### src/common/rid_pkg.sv
// shared constants and carrier types for the return-instruction decoder
package rid_pkg;
	localparam int OP_W = 14;
	localparam int PC_W = 13;
	localparam int LIT_W = 8;
	// fixed opcodes and pattern fields
	localparam logic [13:0] RETI_OPCODE = 14'h0009;
	localparam logic [13:0] RET_OPCODE = 14'h0008;
	localparam logic [13:0] RETLIT_MASK = 14'h3C00;
	localparam logic [13:0] RETLIT_MATCH = 14'h3400;
	localparam int GIE_BIT = 7;
	localparam int EXEC_CYCLES = 2;
	localparam logic [1:0] CYC_RESET = 2'h0;

	typedef enum logic [1:0] {
		RID_NONE,
		RID_RETI,
		RID_RETLIT,
		RID_RET
	} rid_kind_type;

	// decoded instruction
	typedef struct packed {
		logic         hit;
		rid_kind_type kind;
		logic [7:0]   literal;
	} rid_dec_type;

	// write-back commands toward core state
	typedef struct packed {
		logic        pop;
		logic        pc_load;
		logic [12:0] pc_value;
		logic        w_load;
		logic [7:0]  w_value;
		logic        gie_set;
	} rid_wb_type;
endpackage

### src/rid_opdec.sv
// combinational opcode matcher for the three return instructions
`timescale 1ns/1ps
`default_nettype none
module rid_opdec (
	input  wire logic [13:0]         opcode_i,
	output rid_pkg::rid_dec_type     dec_o
);
	always_comb begin
		dec_o = '0;
		dec_o.kind = rid_pkg::RID_NONE;
		if (opcode_i == rid_pkg::RETI_OPCODE) begin
			dec_o.hit = 1'b1;
			dec_o.kind = rid_pkg::RID_RETI;
		end else if (opcode_i == rid_pkg::RET_OPCODE) begin
			dec_o.hit = 1'b1;
			dec_o.kind = rid_pkg::RID_RET;
		end else if ((opcode_i & rid_pkg::RETLIT_MASK) == rid_pkg::RETLIT_MATCH) begin
			dec_o.hit = 1'b1;
			dec_o.kind = rid_pkg::RID_RETLIT;
			dec_o.literal = opcode_i[7:0];
		end
	end
endmodule
`default_nettype wire

### src/rid_return_exec.sv
// decode and two-cycle execution of the return-type instructions
// Functional notes
// - opcode 0x0009 is return from interrupt: pop stack, top_of_stack to PC.
// - return from interrupt sets global_interrupt_enable, bit 7 of interrupt control.
// - return from interrupt is one word, two cycles, status flags untouched.
// - pattern 11 01xx kkkk kkkk loads the 8-bit literal into W.
// - return with literal pops stack into PC, status flags untouched.
// - return with literal is one word and completes in two cycles.
// - plain return pops stack into PC, no operands, no status change.
// - plain return takes two instruction cycles.
`timescale 1ns/1ps
`default_nettype none
module rid_return_exec (
	input  wire logic                mclk_i,
	input  wire logic                rst_i,
	input  wire logic                issue_i,
	input  wire logic [13:0]         opcode_i,
	input  wire logic [12:0]         top_of_stack_i,
	output logic                     accept_o,
	output logic                     busy_o,
	output logic                     fetch_stall_o,
	output rid_pkg::rid_wb_type      wb_o,
	output logic                     done_o,
	output logic                     flags_write_o
);
	rid_pkg::rid_dec_type dec;
	logic [1:0]           cyc_reg;
	rid_pkg::rid_kind_type kind_reg;
	logic [7:0]           lit_reg;
	logic                 take;

	rid_opdec u_dec (
		.opcode_i (opcode_i),
		.dec_o    (dec)
	);

	////////////////////////////////////////////////////////////////////////
	// issue handshake
	assign accept_o = dec.hit && !busy_o;
	assign take = issue_i && accept_o;
	assign busy_o = (cyc_reg != rid_pkg::CYC_RESET);
	// second cycle flushes the fetched word, like any branch
	assign fetch_stall_o = busy_o;
	// no return instruction touches arithmetic flags
	assign flags_write_o = 1'b0;

	////////////////////////////////////////////////////////////////////////
	// cycle counter: cycle 1 at take, cycle 2 completes
	always_ff @(posedge mclk_i or posedge rst_i) begin
		if (rst_i) begin
			cyc_reg <= rid_pkg::CYC_RESET;
		end else if (take) begin
			cyc_reg <= 2'h1;
		end else if (busy_o) begin
			if (cyc_reg == 2'(rid_pkg::EXEC_CYCLES - 1)) begin
				cyc_reg <= rid_pkg::CYC_RESET;
			end else begin
				cyc_reg <= cyc_reg + 2'h1;
			end
		end
	end

	always_ff @(posedge mclk_i or posedge rst_i) begin
		if (rst_i) begin
			kind_reg <= rid_pkg::RID_NONE;
			lit_reg <= 8'h00;
		end else if (take) begin
			kind_reg <= dec.kind;
			lit_reg <= dec.literal;
		end
	end

	////////////////////////////////////////////////////////////////////////
	// write-back registered at the end of the first cycle
	always_ff @(posedge mclk_i or posedge rst_i) begin
		if (rst_i) begin
			wb_o <= '0;
		end else begin
			wb_o <= '0;
			if (take) begin
				wb_o.pop <= 1'b1;
				wb_o.pc_load <= 1'b1;
				wb_o.pc_value <= top_of_stack_i;
				wb_o.w_load <= (dec.kind == rid_pkg::RID_RETLIT);
				wb_o.w_value <= dec.literal;
				wb_o.gie_set <= (dec.kind == rid_pkg::RID_RETI);
			end
		end
	end

	always_ff @(posedge mclk_i or posedge rst_i) begin
		if (rst_i) begin
			done_o <= 1'b0;
		end else begin
			done_o <= busy_o && (cyc_reg == 2'(rid_pkg::EXEC_CYCLES - 1));
		end
	end

	////////////////////////////////////////////////////////////////////////
	// checks
	pop_once_a: assert property (@(posedge mclk_i) disable iff (rst_i)
		take |=> wb_o.pop && wb_o.pc_load ##1 !wb_o.pop)
		else $error("return did not pop exactly once");
	gie_set_a: assert property (@(posedge mclk_i) disable iff (rst_i)
		wb_o.gie_set |-> wb_o.pop && $past(opcode_i) == rid_pkg::RETI_OPCODE)
		else $error("interrupt enable set without return from interrupt");
	two_cycle_a: assert property (@(posedge mclk_i) disable iff (rst_i)
		take |=> busy_o ##1 !busy_o && done_o)
		else $error("return did not take two cycles");
	lit_load_a: assert property (@(posedge mclk_i) disable iff (rst_i)
		take && dec.kind == rid_pkg::RID_RETLIT |=> wb_o.w_load
		&& wb_o.w_value == $past(opcode_i[7:0]))
		else $error("literal not loaded into W");
	pc_value_a: assert property (@(posedge mclk_i) disable iff (rst_i)
		take |=> wb_o.pc_value == $past(top_of_stack_i))
		else $error("PC not loaded from top of stack");
	no_reissue_a: assert property (@(posedge mclk_i) disable iff (rst_i)
		busy_o |-> !accept_o)
		else $error("accepted during execution");
	plain_ret_a: assert property (@(posedge mclk_i) disable iff (rst_i)
		take && dec.kind == rid_pkg::RID_RET |=> !wb_o.w_load && !wb_o.gie_set)
		else $error("plain return changed W or interrupt enable");
	done_timing_a: assert property (@(posedge mclk_i) disable iff (rst_i)
		done_o |-> $past(take, 2))
		else $error("completion not two cycles after issue");
	dont_care_a: assert property (@(posedge mclk_i) disable iff (rst_i)
		opcode_i[13:10] == 4'hD |-> dec.kind == rid_pkg::RID_RETLIT)
		else $error("don't-care bits changed decode");
	no_flags_a: assert property (@(posedge mclk_i) disable iff (rst_i)
		busy_o |-> !flags_write_o)
		else $error("status flags written");
endmodule
`default_nettype wire

### config.mk
export PLATFORM = sky130hd
export DESIGN_NAME = rid_return_exec
export DESIGN_NICKNAME = d
export VERILOG_FILES = /design/src/common/rid_pkg.sv /design/src/rid_opdec.sv /design/src/rid_return_exec.sv
export SDC_FILE = /design/constraint.sdc
export NUM_CORES = 1
export LEC_CHECK = 0
export BUFFER_PORTS_ARGS = -buffer_cell sky130_fd_sc_hd__buf_2
export CAP_MARGIN = 15
export CORE_MARGIN = 3
export CORE_UTILIZATION = 45
export CTS_BUF_LIST = sky130_fd_sc_hd__clkbuf_4
export DETAILED_ROUTE_END_ITERATION = 6
export PLACE_DENSITY = 0.88
export SLEW_MARGIN = 20
export SYNTH_ARGS = -nofsm -noshare
export SYNTH_HDL_FRONTEND = slang
export SYNTH_SLANG_ARGS = --single-unit
export TNS_END_PERCENT = 5
### constraint.sdc
create_clock -name mclk_i -period 1.6 [get_ports mclk_i]
set_input_delay 0.32 -clock mclk_i [delete_from_list [all_inputs] [get_ports mclk_i]]
set_output_delay 0.32 -clock mclk_i [all_outputs]
set_load 0.01 [all_outputs]
### Word-level counts from Yosys, hierarchy flattened

Index checks and enable logic that the tools add are counted.

* add/subtract/negate cells: 1
* $mul: 0
* div/mod/pow operators: 0
* magnitude comparators: 0
* eq/ne operators: 6
* shift operators: 0
* muxes and demuxes: 9
* bitwise operators: 0
* reductions and logical operators: 6

Operators by type and width (count)
* $eq A14 B4 Y1 const B: 2
* $mux W25: 1
* $mux W8: 2
* $mux W11: 1
* $mux W2: 3
* $mux W3: 2
* $eq A2 B1 Y1 const B: 2
* $eq A4 B4 Y1 const B: 1
* $reduce_bool A2 Y1: 2
* $logic_and A1 B1 Y1: 3
* $add A2 B1 Y2 const B: 1
* $eq A2 B2 Y1 const B: 1
* $logic_not A1 Y1: 1

* flip-flop bits (word level): 28
* latch bits: 0
* bits in writable memories: 0
* bits in read-only memories: 0
* input bits: 30
* output and inout bits: 30
* logic and storage cells: 30
* memories kept: 0

### Logic depth before layout (Yosys ltp)

Gate-level depths: netlist of run 1.

* depth in word-level cells: 7
* mapped depth: 4
* gate-level depth less buffers: 3

### Cells and area by module

A second synthesis of run 1 with hierarchy kept.

* cells, all modules: 83
* area, all modules: 1062.3 um2

By module, submodules not included
* rid_return_exec: times used 1, cells each 65, area each 928.4 um2, sequential area each 675.6 um2
* rid_opdec: times used 1, cells each 18, area each 133.9 um2, sequential area each 0.0 um2

### Worst setup path after synthesis of run 1

No wires, ideal clock.

* kind: input port to output port
* start point: input port opcode_i[11]
* end point: output port accept_o
* arrival time: 1.146 ns
* data required time: 1.280 ns
* slack: 0.134 ns
* cell stages on the path: 4
* path buffers: 1
* cells stage by stage: nor3_1 -> nand4_4 -> buf_6 -> a21oi_2

* cells in the longest elaborated chain, start to end: 5
* elaborated cells on any way between the ends: 7
* classes of those cells: eq/ne: 3; mux: 3; reduce/logical: 1

RTL lines
* start: declaration: line rid_return_exec.sv:17 `input wire logic [13:0] opcode_i,`
* $eq A4 B4 Y1: line rid_opdec.sv:17 `end else if ((opcode_i & rid_pkg::RETLIT_MASK) == rid_pkg::RETLIT_MATCH) begin`
* $mux W11: line rid_opdec.sv:17
* $mux W3: line rid_opdec.sv:14 `end else if (opcode_i == rid_pkg::RET_OPCODE) begin`
* $mux W3 (*): line rid_opdec.sv:11 `if (opcode_i == rid_pkg::RETI_OPCODE) begin`
* $logic_and A1 B1 Y1 (*): line rid_return_exec.sv:39 `assign accept_o = dec.hit && !busy_o;`
* end: declaration: line rid_return_exec.sv:19 `output logic accept_o,`

Every way passes the cells marked *; elsewhere a longest branch is shown, timed or not.

### Worst setup path after layout of run 1

* start point: register cyc_reg[1]
* end point: output port accept_o

* cells in the longest elaborated chain, start to end: 3

RTL lines
* start: declaration: line rid_return_exec.sv:27 `logic [1:0] cyc_reg;`
* start signal: assignment: line rid_return_exec.sv:51 `cyc_reg <= rid_pkg::CYC_RESET;`
* start signal: assignment: line rid_return_exec.sv:56 `cyc_reg <= rid_pkg::CYC_RESET;`
* start signal: assignment: line rid_return_exec.sv:58 `cyc_reg <= cyc_reg + 2'h1;`
* $reduce_bool A2 Y1: line rid_return_exec.sv:41 `assign busy_o = (cyc_reg != rid_pkg::CYC_RESET);`
* $logic_not A1 Y1: line rid_return_exec.sv:39
* $logic_and A1 B1 Y1: line rid_return_exec.sv:39

Every way passes these cells.

==> summary.txt, run 1 <==
Power
  – Pint: 0.832 mW
  – Flop pwr share: 63.9%
  – Sw Ratio: 23.0%
  – Clock share of power: ~26%
  – Logic pwr share: 10.6%
  – Power Density: ~750 nW/um2
  – Peak supply drop: about 0.55 mV
  – Final Power: approximately 1.1 mW
  – P_leak: ~0.83 nW
  – P_sw: ~0.25 mW

Global routing
  – Total grt overflow: 0
  – Largest net degree at the start of global routing: 28
  – Overall routing resource usage: around 17%
  – Vias in the first global route: 851
  – Antenna violations before repair: 0
  – First-pass GRT wire length: between 3000 and 4000 um

Place
  – Inst Count DP: approximately 170
  – Count of input and output buffers: just under 60
  – Global placement routability congestion: about 0.83
  – Detailed placement HPWL: roughly 1900 um
  – Setup WS pre-CTS: between 30 and 40 ps
  – Placed Area: about 1400 um2

Worst hold path
  – Tightest Hold Check Type: in2async

Synth
  – Syn Nets: around 120
  – Post-synthesis mux area share: 0%
  – Synth Area in Compound Gates: around 11%
  – Netlist cell types: 21
  – Largest family of logic cells by synthesized area: simple AND/OR/NAND/NOR gates
  – Sequential fraction of the synthesis area: just over 60%
  – Simple-gate share of the synthesized area: between 20% and 30%
  – #FFs+latches synth: 27
  – Avg Cell Area, Syn: 12.3 um2
  – Yosys warnings: 0
  – Cell Area, Synth: approximately 1100 um2
  – Cells after Synth: a little under 90
  – Post-synthesis adder-cell area fraction: 0%
  – Xor/xnor share of the synthesized area: 0%

Worst setup path
  – Worst path max stage delay: about 400 ps
  – Worst setup path class: reg2out
  – Cell with the largest stage delay on the worst path: dfrtp_1
  – Peak fanout along the critical path: 3
  – Crit path launch type: flip-flop
  – CP Data Required Time: roughly 1300 ps
  – Critical Path, Cell by Cell: or2_4 -> a21oi_2 -> buf_2
  – Crit end category: output pin
  – CP arrival: between 1000 and 1500 ps

Final layout
  – Share of cells above drive strength 1: a little under three fifths
  – Commonest non-fill, non-tap cells in the layout: 58 x buf_2, 27 x dfrtp_1, 14 x nand2_1, 9 x a21oi_2, 8 x and2_1
  – Commonest non-fill, non-tap cell in the layout: buf_2
  – Layout Cells excl Fill: 177
  – Layout area overhead: 32.6%
  – Antenna cells: 0
  – # nets final: 180
  – Max reg flops: 24
  – Design area: approximately 1400 um2

Timing
  – Max-slew violations: 0
  – Final min period: between 1500 and 2000 ps
  – Period utilisation layout: 96.7%
  – Clk_skew: around 5.5 ps
  – Final Hold Fails: 0
  – F_max: 646 MHz
  – RSZ-0062 raised after global routing: true
  – Final worst slack: 52.6 ps
  – Final Setup Violations: 0

Detailed routing
  – Detailed Route Iter0 Violations: 3
  – Via count: around 840
  – TritonRoute pass-1 iters: 4
  – Post-route ant nets: 0
  – Vias per cell: about 4.7
  – Routed len/inst: between 10 and 15 um
  – WL final: about 2400 um
  – DRC: 0

Run
  – Max cap viols: 0

Clock tree
  – Clk slew on worst S/H paths: 140 ps
  – Cts bufs inserted: 3
  – Maximum clock path buffer count: 2
  – CTS root buf: clkbuf_4
  – CTS Sinks: 27
  – Clock latency on the worst-skew pair: 310 ps
  – CTS H-tree lvls: 1
  – CTS Hold Buffers Added: 0
  – TritonCTS clock tree: done

Floorplan
  – Initial Utilization: approximately 48%
  – Core area: 2250 um2
  – Core Rows: 17
  – IO Pins: 60
  – Die area: 3040 um2
  – Die width: approximately 55 um
  – DIE HEIGHT: approximately 55 um

Outcome
  – Outcome: finished, final reports clean
-- area by class of cell --
type                       count  area, um2
inverter                       2       7.51
tap                           28       35.0
clock inverter                 1       5.00
multi-input combinational     52        358
fill                         196        816
sequential                    27        676
clock buffer                   3       22.5
timing repair buffer          64        335
-- Yosys cell counts, drive strengths merged --
master | number | share of area [%]
nor2b | 2 | 1.2
nand4 | 1 | 2.0
nor3b | 1 | 1.2
or2 | 1 | 0.58
buf | 7 | 4.5
inv | 2 | 0.69
nand4b | 1 | 0.81
a311oi | 1 | 0.81
nand2 | 14 | 4.8
a21oi | 14 | 9.6
nor4b | 1 | 2.2
and2 | 8 | 4.6
a21boi | 1 | 0.69
nor4 | 1 | 2.0
dfrtp | 27 | 62
nor2 | 4 | 1.4
conb | 1 | 0.35
nor3 | 1 | 0.46
-- power by group through the flow --
stage	clock (mW)	combinational [mW]	sequential, mW
3_3_place_gp	0	0.110	0.704
3_5_place_dp	0	0.115	0.704
5_1_grt	0.316	0.128	0.692
6_report	0.275	0.115	0.691
4_1_cts	0.291	0.116	0.691
2_1_floorplan	0	0.0497	0.708
-- worst paths after layout --
kind	depth (start not counted)	to	startpoint	slack [ps]
min in group mclk_i	3	wb_o[10]	top_of_stack_i[0]	210
worst min register to register	2	done_o	cyc_reg[1]	570
worst max-delay path	3	accept_o	cyc_reg[1]	50
max in group asynchronous	3	wb_o[10]	rst_i	1310
worst max register to register	4	wb_o[4]	cyc_reg[0]	280
worst min-delay path	3	wb_o[5]	rst_i	40
-- routing by layer --
metal	global-route usage, %	part of all wire (%)	routed length [um]
met4	9.72	2.0	49
met3	1.61	6.6	159
met5	0	0	0
met2	33.3	55	1320
met1	18.1	36	874
-- metrics by stage --
step / hold slack [ps] / util, % / setup TNS, ps
final: 36.0 / 63.8 / 0
after global routing: 50.2 / 63.8 / -10.7
after CTS: 32.0 / 63.7 / 0
after detailed placement: 394 / 61.7 / 0
after global placement: 383 / 61.7 / 0
after floorplan: 373 / - / 0
-- cells by family (layout without fill, tap and decap cells) --
kind of cell           count (synthesis)  count (layout)
DFF                                   27              27
and+or+nand+nor                       35              35
other                                  1               1
AOI/OAI and AO/OA                     16              16
buffers and inverters                  9              70
-- critical path: cells and delay by family (launching register included) --
family,cells,cell delay [ps]
AND/OR/NAND/NOR,1,260
AO/OA/AOI/OAI,1,110
flip-flops,1,400
buffers and inverters,1,140
-- timing repair --
item | 4_1_cts | 5_1_grt
pin swaps | 0 | 1
setup buffers | 2 | 0
resized for setup | 1 | 1
setup endpoints to repair | 1 | 8
Power figures use the tool's default switching activity.
==> run 2, diff against run 1 <==
- RECOVER_POWER: unset -> 100
==> run 2 against run 1 <==
Effect of this change:
- non-clock buffer count did not move
- worst hold slack improved by 170 ps
- via count fell by 0.36%
- clock skew rose by 1.9 ps
- sequential power barely moved
==> summary.txt, run 2 (synthesized netlist as in run 1, its figures left out) <==
Timing
  – Max-slew violations: 0
  – Final worst slack: 51.9 ps
  – Final Hold Fails: 0
  – Slew HR: roughly 7.4%
  – RSZ-0062 raised after global routing: true
  – Worst-Margin Slew: between 1000 and 1500 ps
  – Period utilisation layout: between 90% and 100%
  – Hold WS: roughly 200 ps
  – Final min period: 1550 ps
  – F_max: ~650 MHz
  – Clk_skew: about 7.4 ps
  – Final Setup Violations: 0

Detailed routing
  – DRC: 0
  – Detailed Route Iter0 Violations: 2
  – WL final: approximately 2500 um
  – TritonRoute pass-1 iters: 3
  – Via count: roughly 840
  – Post-route ant nets: 0
  – Routed len/inst: roughly 14 um
  – Vias per cell: about 4.7

Final layout
  – Share of cells above drive strength 1: around a third
  – Max reg flops: 24
  – Commonest non-fill, non-tap cell in the layout: buf_2
  – Antenna cells: 0
  – Commonest non-fill, non-tap cells in the layout: 32 x buf_2, 28 x clkbuf_1, 27 x dfrtp_1, 14 x nand2_1, 13 x a21oi_1
  – # nets final: between 150 and 200
  – Layout area overhead: 26.0%

Global routing
  – Overall routing resource usage: between 15 and 20%
  – Antenna violations before repair: 0
  – Total grt overflow: 0
  – First-pass GRT wire length: roughly 3700 um
  – Vias in the first global route: about 850
  – Largest net degree at the start of global routing: 28

Clock tree
  – Cts bufs inserted: 3
  – Clock latency on the worst-skew pair: ~310 ps
  – Maximum clock path buffer count: 2
  – CTS root buf: clkbuf_4
  – Clk slew on worst S/H paths: 140 ps
  – CTS Sinks: 27
  – CTS H-tree lvls: 1
  – TritonCTS clock tree: done

Power
  – Peak supply drop: between 0.5 and 0.6 mV
  – P_leak: around 0.7 nW
  – Power Density: a little under 800 nW/um2

Worst setup path
  – Cell with the largest stage delay on the worst path: dfrtp_1
  – Crit path launch type: flip-flop
  – Peak fanout along the critical path: 3
  – CP Data Required Time: ~1300 ps
  – Worst setup path class: reg2out
  – Critical Path, Cell by Cell: or2_4 -> a21oi_2 -> buf_2
  – Worst path max stage delay: around 400 ps
  – CP arrival: between 1000 and 1500 ps
  – Crit end category: output pin

Place
  – Detailed placement HPWL: roughly 1900 um
  – Count of input and output buffers: 58
  – Setup WS pre-CTS: 35.3 ps
  – Global placement routability congestion: 0.827

Worst hold path
  – Tightest Hold Check Type: in2reg

Floorplan
  – Die area: between 3000 and 4000 um2
  – Core Rows: 17
  – IO Pins: 60
  – DIE HEIGHT: 55.1 um
  – Die width: about 55 um
  – Core area: between 2000 and 2500 um2
  – Initial Utilization: 48.1%

Run
  – Max cap viols: 0

Outcome
  – Outcome: finished, final reports clean
==> run 2: cell count changes in the layout (fill, tap and decap cells not counted) <==
cell and change:
a21oi_2 -8, a21oi_1 +8, and2_0 +5, clkbuf_2 +1
buf_2 -26, buf_4 -3, and2_1 -5, clkbuf_1 +28
==> run 2: layer usage <==
metal	vias to the layer above	GRT usage, %	share of wire, %	wire (um)
met5	-	0	0	0
met1	391	18.1	36	893
met3	4	1.61	7.0	171
met2	34	33.3	55	1340
met4	0	9.72	2.0	49
li1	406	-	-	-
==> run 2: timing repair <==
item / in CTS / in global routing
setup endpoints to repair: 1 / 8
pin swaps: 0 / 1
gates resized for setup: 1 / 1
hold buffers: 0 / 0
setup buffers: 2 / 0
==> run 2: final cells by class <==
cell class	instances	area, um2
Fill cell	226	888
Sequential cell	27	676
Multi-Input combinational cell	52	328
Timing Repair Buffer	64	293
Tap cell	28	35.0
Clock buffer	3	22.5
Inverter	2	7.51
Clock inverter	1	5.00
==> run 2: worst max-delay path: cells and delay by family (launching register included) <==
family / cells / cell delay [ps]
DFF: 1 / 400
and+or+nand+nor: 1 / 260
buffers and inverters: 1 / 140
AOI/OAI and AO/OA: 1 / 110
==> run 2: metrics by stage <==
stage | area, um2 | power, mW | setup TNS (ps) | utilization, % | std cells
final | 1370 | 1.07 | 0 | 60.6 | 177
after CTS | 1440 | 1.10 | 0 | 63.7 | 177
after global placement | 1390 | 0.813 | 0 | 61.7 | 171
after global routing | 1370 | 1.13 | -10.7 | 60.6 | 177
after floorplan | 1080 | 0.757 | 0 | - | 88
after detailed placement | 1390 | 0.819 | 0 | 61.7 | 171
==> run 2: worst paths after layout <==
| kind | from | cells after the start | slack, ps | to |
|---|---|---|---|---|
| worst min-delay path | top_of_stack_i[10] | 3 | 200 | wb_o[20] |
| worst min register to register | cyc_reg[1] | 2 | 560 | done_o |
| worst max register to register | cyc_reg[0] | 4 | 170 | wb_o[23] |
| min in group asynchronous | rst_i | 3 | 450 | wb_o[5] |
| worst max-delay path | cyc_reg[1] | 3 | 50 | accept_o |
| max in group asynchronous | rst_i | 3 | 340 | wb_o[10] |
==> run 2: where the power goes <==
part           switching [mW]  internal, mW
sequential            0.00203         0.689
clock                   0.181        0.0933
combinational          0.0620        0.0452
